==> src/sdrc_pkg.sv <==
// Constants, types and helpers for the SDRAM controller control-register block
package sdrc_pkg;

    // Register map
    localparam logic [15:0] MEM_CTL_ONE_OFS = 16'h8400;
    localparam logic [31:0] MEM_CTL_ONE_RST = 32'h248C0040;

    // Field positions in memory_control_one
    localparam int RATIO_HI    = 20;
    localparam int RATIO_LO    = 18;
    localparam int START_BIT   = 17;
    localparam int IVAL_HI     = 16;
    localparam int IVAL_LO     = 8;
    localparam int STAG_HI     = 7;
    localparam int STAG_LO     = 6;
    localparam int SETUP_BIT   = 5;
    localparam int TESTREF_BIT = 4;
    localparam int ARB_BIT     = 3;
    localparam int REMAP_BIT   = 2;
    localparam int MRSPRG_BIT  = 0;

    // Clock ratio
    localparam logic [2:0] RATIO_RESERVED = 3'h0;
    localparam logic [2:0] RATIO_DEFAULT  = 3'h3;
    localparam logic [3:0] HALF_OFFSET    = 4'h3;   // code + 3 = divide ratio in half clocks

    // Refresh
    localparam int          REFRESH_MULT_LOG2 = 6;  // interval scales by 64 core clocks
    localparam int          RCNT_W            = 15;
    localparam logic [14:0] RCNT_ONE          = 15'h0001;

    // Region remap
    localparam logic [22:0] SMM_WIN_BASE = 23'h400000;
    localparam logic [22:0] SMM_WIN_SIZE = 23'h020000;
    localparam logic [19:0] SMM_PHYS_LO  = 20'hA0000;

    // Mode register image: interleaved burst, length two
    localparam logic [5:0] MRS_UPPER  = 6'h00;
    localparam logic       MRS_BT_INT = 1'h1;
    localparam logic [2:0] MRS_BL_TWO = 3'h1;
    localparam int         PRE_ALL_BIT = 10;

    // Sequencer states, Gray along IDLE-SETUP-PRE-GAP
    typedef enum logic [1:0] {
        SDRC_IDLE  = 2'h0,
        SDRC_SETUP = 2'h1,
        SDRC_PRE   = 2'h3,
        SDRC_GAP   = 2'h2
    } sdrc_st_t;

    // Stagger code to SDRAM clocks
    function automatic logic [2:0] sdrc_stagger(input logic [1:0] code);
        unique case (code)
            2'h0:    sdrc_stagger = 3'h0;
            2'h1:    sdrc_stagger = 3'h1;
            2'h2:    sdrc_stagger = 3'h2;
            default: sdrc_stagger = 3'h4;
        endcase
    endfunction

endpackage

==> src/sdrc_clkdiv.sv <==
// Fractional divider that makes the SDRAM clock and its rising-edge enable
`timescale 1ns/1ps
`default_nettype none
module sdrc_clkdiv (
    // Clock and reset
    input  wire logic       clk_sys,
    input  wire logic       nrst,
    // Control
    input  wire logic       run,
    input  wire logic       load,
    input  wire logic [2:0] ratio,
    input  wire logic [2:0] shift,
    // Outputs
    output logic            sd_clk,
    output logic            sd_rise
);
    typedef struct packed {
        logic [3:0] acc;
        logic [1:0] dly;
        logic       clk;
        logic       rise;
    } sdrc_div_t;

    sdrc_div_t s_q, s_d;
    logic [3:0] n2;
    logic [3:0] sum;

    // Half-clock accumulator: x.5 ratios alternate long and short periods
    always_comb begin
        s_d = s_q;
        n2 = {1'b0, ratio} + sdrc_pkg::HALF_OFFSET;
        sum = s_q.acc + 4'h2;
        s_d.rise = 1'b0;
        if (!run) begin
            s_d = '0;
        end else if (load) begin
            // Shift rounds down to whole core clocks: only one clock edge to use
            s_d.acc = 4'h0;
            s_d.dly = shift[2:1];
            s_d.clk = 1'b0;
        end else if (s_q.dly != 2'h0) begin
            s_d.dly = s_q.dly - 2'h1;
        end else begin
            if (sum >= n2) begin
                s_d.acc = sum - n2;
                s_d.rise = 1'b1;
            end else begin
                s_d.acc = sum;
            end
            s_d.clk = ({s_d.acc, 1'b0} < {1'b0, n2});
        end
    end

    // State register
    always_ff @(posedge clk_sys or negedge nrst) begin
        if (!nrst) begin
            s_q <= '0;
        end else begin
            s_q <= s_d;
        end
    end

    assign sd_clk  = s_q.clk;
    assign sd_rise = s_q.rise;
endmodule
`default_nettype wire

==> src/sdrc_top.sv <==
// SDRAM controller first control register with clock, refresh, mode and arbitration logic
`timescale 1ns/1ps
`default_nettype none
module sdrc_top (
    // Clock and reset
    input  wire logic        clk_sys,
    input  wire logic        nrst,
    // Register port
    input  wire logic        reg_wr,
    input  wire logic        reg_rd,
    input  wire logic [15:0] reg_addr,
    input  wire logic [31:0] reg_wdata,
    output logic      [31:0] reg_rdata,
    output logic             reg_rvalid,
    // Values held in neighbouring registers
    input  wire logic [2:0]  sdram_clock_shift,
    input  wire logic [2:0]  cas_latency_field,
    // Arbitration: [0] hi-pri display, [1] cpu, [2] graphics, [3] display
    input  wire logic [3:0]  arb_req,
    output logic      [3:0]  arb_gnt,
    // Region remap
    input  wire logic [22:0] acc_addr,
    output logic      [19:0] map_addr,
    output logic             map_hit,
    // SDRAM side
    output logic             sdram_clock_output,
    output logic      [3:0]  sdram_cs_n,
    output logic             sdram_ras_n,
    output logic             sdram_cas_n,
    output logic             sdram_we_n,
    output logic      [12:0] sdram_ma
);
    typedef struct packed {
        logic [31:0]       ctl;
        logic [31:0]       rdata;
        logic              rvalid;
        logic [2:0]        ratio_act;
        logic [2:0]        shift_act;
        logic              run;
        logic              load;
        logic [14:0]       rcnt;
        logic              ref_pend;
        logic              mrs_pend;
        sdrc_pkg::sdrc_st_t st;
        logic              tgt_mrs;
        logic [2:0]        gap;
        logic [1:0]        bank;
        logic [3:0]        cs_n;
        logic              ras_n;
        logic              cas_n;
        logic              we_n;
        logic [12:0]       ma;
        logic [3:0]        gnt;
        logic [1:0]        rr;
        logic [19:0]       map_addr;
        logic              map_hit;
    } sdrc_state_t;

    sdrc_state_t s_q, s_d;
    logic        sd_clk;
    logic        sd_rise;
    logic        wr_hit;
    logic        start_rise;
    logic        mrs_rise;
    logic        per_tick;
    logic [8:0]  ival;
    logic [14:0] limit;
    logic [2:0]  stag;
    logic [12:0] mrs_img;
    logic [12:0] pre_img;
    logic [22:0] win_ofs;
    logic [1:0]  idx;
    logic        found;

    sdrc_clkdiv u_div (
        .clk_sys (clk_sys),
        .nrst    (nrst),
        .run     (s_q.run),
        .load    (s_q.load),
        .ratio   (s_q.ratio_act),
        .shift   (s_q.shift_act),
        .sd_clk  (sd_clk),
        .sd_rise (sd_rise)
    );

    // Decode, field views and command images
    always_comb begin
        wr_hit     = reg_wr && (reg_addr == sdrc_pkg::MEM_CTL_ONE_OFS);
        start_rise = wr_hit && reg_wdata[sdrc_pkg::START_BIT] && !s_q.ctl[sdrc_pkg::START_BIT];
        mrs_rise   = wr_hit && reg_wdata[sdrc_pkg::MRSPRG_BIT]
                     && !s_q.ctl[sdrc_pkg::MRSPRG_BIT];
        ival       = s_q.ctl[sdrc_pkg::IVAL_HI:sdrc_pkg::IVAL_LO];
        limit      = {ival, {sdrc_pkg::REFRESH_MULT_LOG2{1'b0}}};
        stag       = sdrc_pkg::sdrc_stagger(s_q.ctl[sdrc_pkg::STAG_HI:sdrc_pkg::STAG_LO]);
        per_tick   = (ival != 9'h000) && (s_q.rcnt >= limit - sdrc_pkg::RCNT_ONE);
        mrs_img    = {sdrc_pkg::MRS_UPPER, cas_latency_field, sdrc_pkg::MRS_BT_INT,
                      sdrc_pkg::MRS_BL_TWO};
        pre_img    = 13'h0000;
        pre_img[sdrc_pkg::PRE_ALL_BIT] = 1'b1;
        win_ofs    = acc_addr - sdrc_pkg::SMM_WIN_BASE;
    end

    // Next-state logic for the whole block
    always_comb begin
        s_d = s_q;
        s_d.load = 1'b0;
        idx = 2'h0;
        found = 1'b0;

        // Register port: reads answer one cycle later, unmapped reads give zero
        s_d.rvalid = reg_rd;
        s_d.rdata  = (reg_rd && reg_addr == sdrc_pkg::MEM_CTL_ONE_OFS) ? s_q.ctl : 32'h0;
        if (wr_hit) begin
            s_d.ctl = reg_wdata;
        end

        // Ratio and shift latch only on a start rising edge; a reserved code keeps
        // the old ratio so the divider never sees code zero, a period of 3 half clocks
        if (start_rise) begin
            if (reg_wdata[sdrc_pkg::RATIO_HI:sdrc_pkg::RATIO_LO] != sdrc_pkg::RATIO_RESERVED) begin
                s_d.ratio_act = reg_wdata[sdrc_pkg::RATIO_HI:sdrc_pkg::RATIO_LO];
            end
            s_d.shift_act = sdram_clock_shift;
            s_d.run  = 1'b1;
            s_d.load = 1'b1;
        end

        // Periodic refresh counter
        if (ival == 9'h000) begin
            s_d.rcnt = 15'h0000;
        end else if (per_tick) begin
            s_d.rcnt = 15'h0000;
        end else begin
            s_d.rcnt = s_q.rcnt + sdrc_pkg::RCNT_ONE;
        end

        // Command sequencer, advances on each SDRAM clock rising edge
        if (sd_rise) begin
            s_d.cs_n  = 4'hF;
            s_d.ras_n = 1'b1;
            s_d.cas_n = 1'b1;
            s_d.we_n  = 1'b1;
            unique case (s_q.st)
                sdrc_pkg::SDRC_IDLE: begin
                    if (s_q.mrs_pend || s_q.ref_pend) begin
                        s_d.tgt_mrs = s_q.mrs_pend;
                        s_d.ma = s_q.mrs_pend ? mrs_img : pre_img;
                        if (s_q.ctl[sdrc_pkg::SETUP_BIT]) begin
                            s_d.st = sdrc_pkg::SDRC_SETUP;
                        end else if (s_q.mrs_pend) begin
                            s_d.cs_n = 4'h0;
                            s_d.ras_n = 1'b0;
                            s_d.cas_n = 1'b0;
                            s_d.we_n = 1'b0;
                            s_d.mrs_pend = 1'b0;
                        end else begin
                            s_d.cs_n = 4'h0;
                            s_d.ras_n = 1'b0;
                            s_d.we_n = 1'b0;
                            s_d.ref_pend = 1'b0;
                            s_d.st = sdrc_pkg::SDRC_PRE;
                        end
                    end
                end
                sdrc_pkg::SDRC_SETUP: begin
                    // Address has stood one clock with chip selects high
                    s_d.cs_n = 4'h0;
                    s_d.ras_n = 1'b0;
                    s_d.we_n = 1'b0;
                    if (s_q.tgt_mrs) begin
                        s_d.cas_n = 1'b0;
                        s_d.mrs_pend = 1'b0;
                        s_d.st = sdrc_pkg::SDRC_IDLE;
                    end else begin
                        s_d.ref_pend = 1'b0;
                        s_d.st = sdrc_pkg::SDRC_PRE;
                    end
                end
                sdrc_pkg::SDRC_PRE, sdrc_pkg::SDRC_GAP: begin
                    if (s_q.st == sdrc_pkg::SDRC_GAP && s_q.gap != 3'h0) begin
                        s_d.gap = s_q.gap - 3'h1;
                    end else begin
                        s_d.ras_n = 1'b0;
                        s_d.cas_n = 1'b0;
                        s_d.gap = stag;
                        if (stag == 3'h0) begin
                            s_d.cs_n = 4'h0;
                            s_d.st = sdrc_pkg::SDRC_IDLE;
                        end else begin
                            s_d.cs_n = ~(4'h1 << (s_q.st == sdrc_pkg::SDRC_PRE ? 2'h0
                                                                               : s_q.bank));
                            s_d.bank = (s_q.st == sdrc_pkg::SDRC_PRE) ? 2'h1
                                                                      : s_q.bank + 2'h1;
                            s_d.st = (s_q.st == sdrc_pkg::SDRC_GAP && s_q.bank == 2'h3)
                                     ? sdrc_pkg::SDRC_IDLE : sdrc_pkg::SDRC_GAP;
                        end
                    end
                end
            endcase
        end

        // New requests win over the clear done above in the same cycle
        if (per_tick || (wr_hit && reg_wdata[sdrc_pkg::TESTREF_BIT])) begin
            s_d.ref_pend = 1'b1;
        end
        if (mrs_rise) begin
            s_d.mrs_pend = 1'b1;
        end

        // Arbitration: high-priority display first, then optional cpu priority,
        // then round robin among cpu, graphics and display from the pointer
        s_d.gnt = 4'h0;
        if (arb_req[0]) begin
            s_d.gnt = 4'h1;
        end else if (s_q.ctl[sdrc_pkg::ARB_BIT] && arb_req[1]) begin
            s_d.gnt = 4'h2;
        end else begin
            for (int i = 0; i < 3; i++) begin
                if (!found && arb_req[2'((3'(s_q.rr) + 3'(i)) % 3'h3) + 2'h1]) begin
                    found = 1'b1;
                    idx = 2'((3'(s_q.rr) + 3'(i)) % 3'h3);  // 3-bit sum: 2 bits wrap at 4
                end
            end
            if (found) begin
                s_d.gnt = 4'h2 << idx;
                s_d.rr = (idx == 2'h2) ? 2'h0 : idx + 2'h1;
            end
        end

        // Region remap
        s_d.map_hit  = s_q.ctl[sdrc_pkg::REMAP_BIT] && (acc_addr >= sdrc_pkg::SMM_WIN_BASE)
                       && (win_ofs < sdrc_pkg::SMM_WIN_SIZE);
        s_d.map_addr = s_d.map_hit ? sdrc_pkg::SMM_PHYS_LO + win_ofs[19:0] : 20'h00000;
    end

    // State register; only constants under reset
    always_ff @(posedge clk_sys or negedge nrst) begin
        if (!nrst) begin
            s_q <= '0;
            s_q.ctl <= sdrc_pkg::MEM_CTL_ONE_RST;
            s_q.ratio_act <= sdrc_pkg::RATIO_DEFAULT;
            s_q.cs_n <= 4'hF;
            s_q.ras_n <= 1'b1;
            s_q.cas_n <= 1'b1;
            s_q.we_n <= 1'b1;
        end else begin
            s_q <= s_d;
        end
    end

    // Outputs straight from flops
    assign reg_rdata          = s_q.rdata;
    assign reg_rvalid         = s_q.rvalid;
    assign arb_gnt            = s_q.gnt;
    assign map_addr           = s_q.map_addr;
    assign map_hit            = s_q.map_hit;
    assign sdram_clock_output = sd_clk;
    assign sdram_cs_n         = s_q.cs_n;
    assign sdram_ras_n        = s_q.ras_n;
    assign sdram_cas_n        = s_q.cas_n;
    assign sdram_we_n         = s_q.we_n;
    assign sdram_ma           = s_q.ma;
endmodule
`default_nettype wire

==> config.mk <==
export PLATFORM = sky130hd
export DESIGN_NAME = sdrc_top
export DESIGN_NICKNAME = d
export VERILOG_FILES = /design/src/sdrc_pkg.sv /design/src/sdrc_clkdiv.sv /design/src/sdrc_top.sv
export SDC_FILE = /design/constraint.sdc
export NUM_CORES = 1
export LEC_CHECK = 0
export ABC_AREA = 1
export BUFFER_PORTS_ARGS = -buffer_cell sky130_fd_sc_hd__clkbuf_2
export CAP_MARGIN = 20
export CORE_MARGIN = 5
export CORE_UTILIZATION = 44
export DETAILED_ROUTE_END_ITERATION = 10
export PLACE_DENSITY = 0.67
export SLEW_MARGIN = 25
export SYNTH_ARGS = -nofsm -noshare
export SYNTH_HDL_FRONTEND = slang
export SYNTH_SLANG_ARGS = --single-unit
==> constraint.sdc <==
create_clock -name clk_sys -period 7.24 [get_ports clk_sys]
set_input_delay 0.724 -clock clk_sys [delete_from_list [all_inputs] [get_ports clk_sys]]
set_output_delay 0.724 -clock clk_sys [all_outputs]
set_load 0.1 [all_outputs]
==> reports/qor.txt, run 1 <==
Worst Path Required = 7.58 ns
Initial core utilization = 0.443
Post-synthesis mux area share = 0
Clk_lat worst skew = 0.42 ns
Peak VDD IR = 0.222 mV
Full die area = 19,200 um^2
Post-CTS sizing = 0
CP Max Fanout = 7
Clock transition at path regs = 0.06 ns
Setup crit end kind = register
Initial drt markers = 300
Via count = 5,292
Synth Cell Area = 7270 um^2
Max Root-Sink Buffers = 2
Pins Over Slew Limit = 0
Gr ovfl total = 0
Finished Layout Cells = 1,152
Leakage power = 0.00466 uW
Core area = 16,400 um^2
Crit share post-route = 0.424
RSZ-0062 raised after global routing = no
Die Y = 139 um
DRT Pass-1 Iters = 4
Postcts setup bufs = 0
Post-synth EDFFs = 0
Clk pwr share = 0.336
Final core area utilization = 0.509
Slew @ Worst Pin = 0.907 ns
WS Path Type = reg2reg
Wire per inst = 12.9 um
Final ANT Viol Nets = 0
Reg2Reg Setup Slack = 4.17 ns
Vias in the first global route = 5,268
Total wire length = 14,800 um
Adder-cell share of the synthesized area = 0.0561
Switching Power = 1030 uW
Compound-cell area share of the yosys netlist = 0.0659
Average cell area after synthesis = 8.83 um^2
Data arrival, critical path = 3.41 ns
Initial antenna violation count = 0
CP peak stage delay = 0.55 ns
Global-route wire length before repair = 25,500 um
Die width = 139 um
Final min period = 3.07 ns
FFs w/ async S/R, synth = 1.00
R2r endpoint = u_div.sd_clk
Leading cell types in the layout, fill and taps excluded = clkbuf_2, nand2_1, inv_1
Area grow syn2layout = 14.8%
Yosys cell types = 42
Vias per cell = 4.59
Diode count = 0
Cts hold-fix bufs = 0
Clock skew = 0.00845 ns
Simple-gate share of the synthesized area = 0.200
Sequential power share = 0.338
Core Rows = 47
Commonest non-fill, non-tap cell in the layout = clkbuf_2
Final net count = 1,036
# placed instances = 1,120
Hold Fails Final Rpt = 0
Final HPWL DP = 10,600 um
CP startpoint kind = register
Layout cell share with drive strength beyond 1 = 0.251
Gr usage total = 0.160
Largest net degree at the start of global routing = 76
H-tree Lvls = 4
FF+latch count, synth = 143
Gate Count Post-Synth = 824
Sequential area share after synthesis = 0.494
RR Startpoint = s_q[77]
Max Cap Viol = 0
Slowest cell on the critical path = dfstp_2
Clock sink count = 143
CTS tree = built
Synth warnings = 0
CTS buffer count = 17
Total power = 2760 uW
PD cells = 330 nW/um^2
Relative slew slack = 0.395
Largest family of logic cells by synthesized area = simple AND/OR/NAND/NOR gates
Setup TNS = 0 ns
Fmax = 326 MHz
Final setup vio count = 0
Port Buffer Count = 155
RePlAce Congestion = 0.807
Io pins = 164
Sw Share = 0.373
Hold crit path type = in2async
Worst Reg-to-Reg Cells = 15
Crit-path cells = inv_1 -> ha_1 -> fa_1 -> o21bai_1 -> nand2_1 -> o21ai_0 -> inv_1 -> ha_1 -> nand2_1 -> inv_1 -> o21ai_0 -> nand2_1 -> a21oi_1 -> nand3_1 -> o21ai_0
Status = complete, no violations
Top FF cell, synth = dfrtp_1
XOR/XNOR share of the synthesized area = 0.0253
Root buffer cell = clkbuf_16
DR DRC count = 0
Gate power share = 0.326
Int Pwr = 1730 uW
## metal layers
metal,part of all wire,up-vias,GRT usage
li1,-,2673,-
met1,0.46,2477,0.212
met2,0.48,127,0.257
met3,0.051,15,0.0462
met4,0.014,0,0.0478
met5,0,-,0
## power groups by stage
stage	Clock (uW)	Sequential, uW	Combinational (uW)
6_report	927	932	899
2_1_floorplan	0	1010	667
3_5_place_dp	0	946	898
5_1_grt	984	941	1020
3_3_place_gp	0	944	874
4_1_cts	949	933	906
## state kept, by name (all words and copies together) (netlist names), 4 cells and up
register    cells
sdram_ma        5
reg_rdata      32
map_addr       20
arb_gnt         4
sdram_cs_n      4
ival            9
u_div.s_q       6
s_q            56
## critical path, delay by kind of cell (launching register included)
kind | cells | cell delay (ns)
flops | 1 | 0.55
simple gates | 4 | 0.37
compound gates | 5 | 0.80
fa+ha+maj | 3 | 1.08
buf+inv | 3 | 0.17
## how the worst max path moves through the flow
stage / from / endpoint / cells past startpoint
2_1_floorplan: s_q[77] / u_div.sd_clk / 15
3_3_place_gp: s_q[77] / u_div.sd_clk / 15
3_5_place_dp: s_q[77] / u_div.sd_clk / 15
4_1_cts: s_q[77] / u_div.sd_clk / 15
5_1_grt: s_q[77] / u_div.sd_clk / 15
6_report: s_q[77] / u_div.sd_clk / 15
## kinds of logic (layout without fill, tap and decap cells)
group,Yosys count,in the layout
xor+xnor,21,21
compound gates,84,84
fa+ha+maj,32,32
other cells,1,7
simple gates,322,322
flops,143,143
buf+inv,221,323
## stage by stage
| step | setup WS (ns) | instance area [um^2] | hold slack [ns] |
|---|---|---|---|
| after global routing | 3.83 | 8350 | 0.367 |
| after floorplan | 4.47 | 7300 | 0.428 |
| after CTS | 4.14 | 8350 | 0.334 |
| final | 4.17 | 8350 | 0.305 |
| after detailed placement | 4.18 | 7720 | 0.467 |
| after global placement | 4.23 | 7720 | 0.460 |
## layout make-up
| type | instances | area (um^2) |
|---|---|---|
| clock buffer | 20 | 437 |
| clock inverter | 12 | 185 |
| fill | 1521 | 8060 |
| inverter | 135 | 507 |
| multi-input combinational | 466 | 2560 |
| sequential | 143 | 3600 |
| tap | 220 | 275 |
| timing repair buffer | 156 | 793 |
## cells in the mapped netlist, drive strengths merged (2+ instances only)
cell type,instances,share of area
nand2,153,0.080
inv,134,0.069
dfrtp,128,0.44
nor2,106,0.062
buf,80,0.085
o21ai,55,0.038
nand3,33,0.029
ha,31,0.053
nand4,18,0.019
xor2,17,0.020
dfstp,15,0.054
a21oi,9,0.0062
nor3,9,0.0076
clkbuf,6,0.0031
a22o,5,0.0060
o21a,4,0.0041
o22ai,4,0.0034
xnor2,4,0.0048
o221ai,3,0.0036
nand3b,2,0.0021
No activity file was read; power rests on OpenSTA's default activity.
==> run 2, diff against run 1 <==
PLACE_DENSITY = 0.7   (was 0.67)
clock period = 2.74 ns   (was 7.24 ns; I/O delays follow)
==> reports/qor.txt, run 2 (synthesized netlist as in run 1, its figures left out) <==
Max Cap Viol = 0
Setup crit end kind = register
Fmax = 368 MHz
Crit share post-route = 0.992
DR DRC count = 0
Pins Over Slew Limit = 0
CP startpoint kind = register
Via count = 5,392
Max reg flops = 56
Vias in the first global route = 5,583
Total wire length = 15,100 um
Die width = 139 um
Root buffer cell = clkbuf_16
Hold Fails Final Rpt = 0
Final setup vio count = 0
Clk_lat worst skew = 0.42 ns
Area grow syn2layout = 18.6%
Global-route wire length before repair = 26,000 um
Largest net degree at the start of global routing = 69
Core Rows = 47
Gr usage total = 0.164
Port Buffer Count = 155
Clock sink count = 143
Vias per cell = 4.60
R2r endpoint = u_div.sd_clk
# placed instances = 1,136
Hold crit path type = in2reg
Core area = 16,400 um^2
Hold path start = arb_req[0]
Diode count = 0
Full die area = 19,200 um^2
Relative slew slack = 0.561
Post-DP Area = 7850 um^2
Crit-path cells = inv_2 -> ha_4 -> xor2_4 -> ha_4 -> nand2_2 -> o21bai_4 -> nand2_4 -> buf_6 -> inv_2 -> or2_1 -> o21ai_2 -> inv_1 -> ha_1 -> a21oi_1 -> nand3_1 -> o21ai_1
Final net count = 1,055
Worst Reg-to-Reg Cells = 16
Peak VDD IR = 0.559 mV
Slowest cell on the critical path = dfstp_2
H-tree Lvls = 4
Finished Layout Cells = 1,171
Final HPWL DP = 11,000 um
RR Startpoint = s_q[77]
Slew @ Worst Pin = 0.658 ns
Initial core utilization = 0.443
RePlAce Congestion = 0.832
CP peak stage delay = 0.53 ns
Gr ovfl total = 0
Initial drt markers = 302
Worst Path Required = 3.09 ns
Max Root-Sink Buffers = 2
CTS buffer count = 17
PD cells = 897 nW/um^2
Crit path max-delay family = adder cells
WS Path Type = reg2reg
Final min period = 2.72 ns
Reg area = 3600 um^2
Buf/Inv on CP = 4
Clock transition at path regs = 0.06 ns
Multi-input logic area = 2660 um^2
Final Cell Area = 8630 um^2
Layout cell share with drive strength beyond 1 = 0.282
Top reg by flops = s_q
CTS tree = built
WHS Endpoint = arb_gnt[0]
Status = complete, no violations
Clock skew = 0.00769 ns
Leakage power = 0.00478 uW
Data arrival, critical path = 3.07 ns
Leading cell types in the layout, fill and taps excluded = clkbuf_2, nand2_1, dfrtp_1
Worst Setup SP = s_q[77]
Reg2Reg Setup Slack = 0.02 ns
Commonest non-fill, non-tap cell in the layout = clkbuf_2
Fillers = 1,484
Die Y = 139 um
Final ANT Viol Nets = 0
Initial antenna violation count = 0
RSZ-0062 raised after global routing = yes
DRT Pass-1 Iters = 4
Worst hold margin = 0.0292 ns
CP Max Fanout = 5
Hold path depth = 1
Total power = 7740 uW
Wire per inst = 12.9 um
Io pins = 164
[run 2: changes by cell type in the layout (fill, tap and decap cells not counted), moves of 3 or more]
cell	previous run	this run
ha_1	31	27
inv_1	130	127
o21ai_1	2	5
ha_4	0	4
inv_2	4	7
o21ai_0	52	47
nand2_1	150	147
clkinv_4	1	4
buf_4	0	16
[run 2: how the worst max path moves through the flow]
stage / to / slack, ns / cells after the start
2_1_floorplan: u_div.sd_clk / 0.02 / 15
3_3_place_gp: u_div.sd_clk / -0.009 / 15
3_5_place_dp: u_div.sd_clk / -0.05 / 15
4_1_cts: u_div.sd_clk / 0.004 / 18
5_1_grt: u_div.sd_clk / -0.12 / 16
6_report: u_div.sd_clk / 0.02 / 16
[run 2: power by group]
group | leakage [uW] | switching, uW | internal, uW
registers | 0.00176 | 124 | 2340
logic | 0.00272 | 1850 | 936
clock network | 0.000307 | 909 | 1580
[run 2: final cells by class]
class / instances / area share
Tap cell: 220 / 0.0319
Sequential cell: 143 / 0.417
Timing Repair Buffer: 175 / 0.110
Clock inverter: 12 / 0.0213
Multi-Input combinational cell: 466 / 0.308
Clock buffer: 20 / 0.0529
Inverter: 135 / 0.0587
[run 2: routing by layer]
metal,track usage,share of wire,routed length (um),vias to the layer above
met4,0.0520,0.017,262,0
met3,0.0500,0.059,890,21
met5,0,0,0,-
li1,-,-,-,2716
met2,0.273,0.47,7150,137
met1,0.207,0.45,6770,2518
[run 2: what timing repair did]
| action | CTS | global route |
|---|---|---|
| hold buffers | 2 | 0 |
| pin swaps | 2 | 10 |
| hold endpoints to repair | 58 | 0 |
| gates resized for setup | 6 | 17 |
| endpoints found under the setup margin | 1 | 1 |
| setup buffers | 1 | 0 |
[run 2: stage by stage]
stage	setup TNS (ns)	setup WS, ns	util
finish	0	0.0206	0.526
global placement	-0.00853	-0.00853	0.479
detailed placement	-0.0468	-0.0468	0.479
global route	-0.123	-0.123	0.526
floorplan	0	0.0191	-
CTS	0	0.00356	0.521
[run 2: worst reg2reg max path, delay by kind of cell, from the launching register on]
kind,cells,cell delay [ns]
XOR/XNOR,1,0.17
AO/OA/AOI/OAI,4,0.54
AND/OR/NAND/NOR,4,0.44
buffers and inverters,4,0.27
flip-flops,1,0.53
adder cells (fa/ha/maj),3,0.73
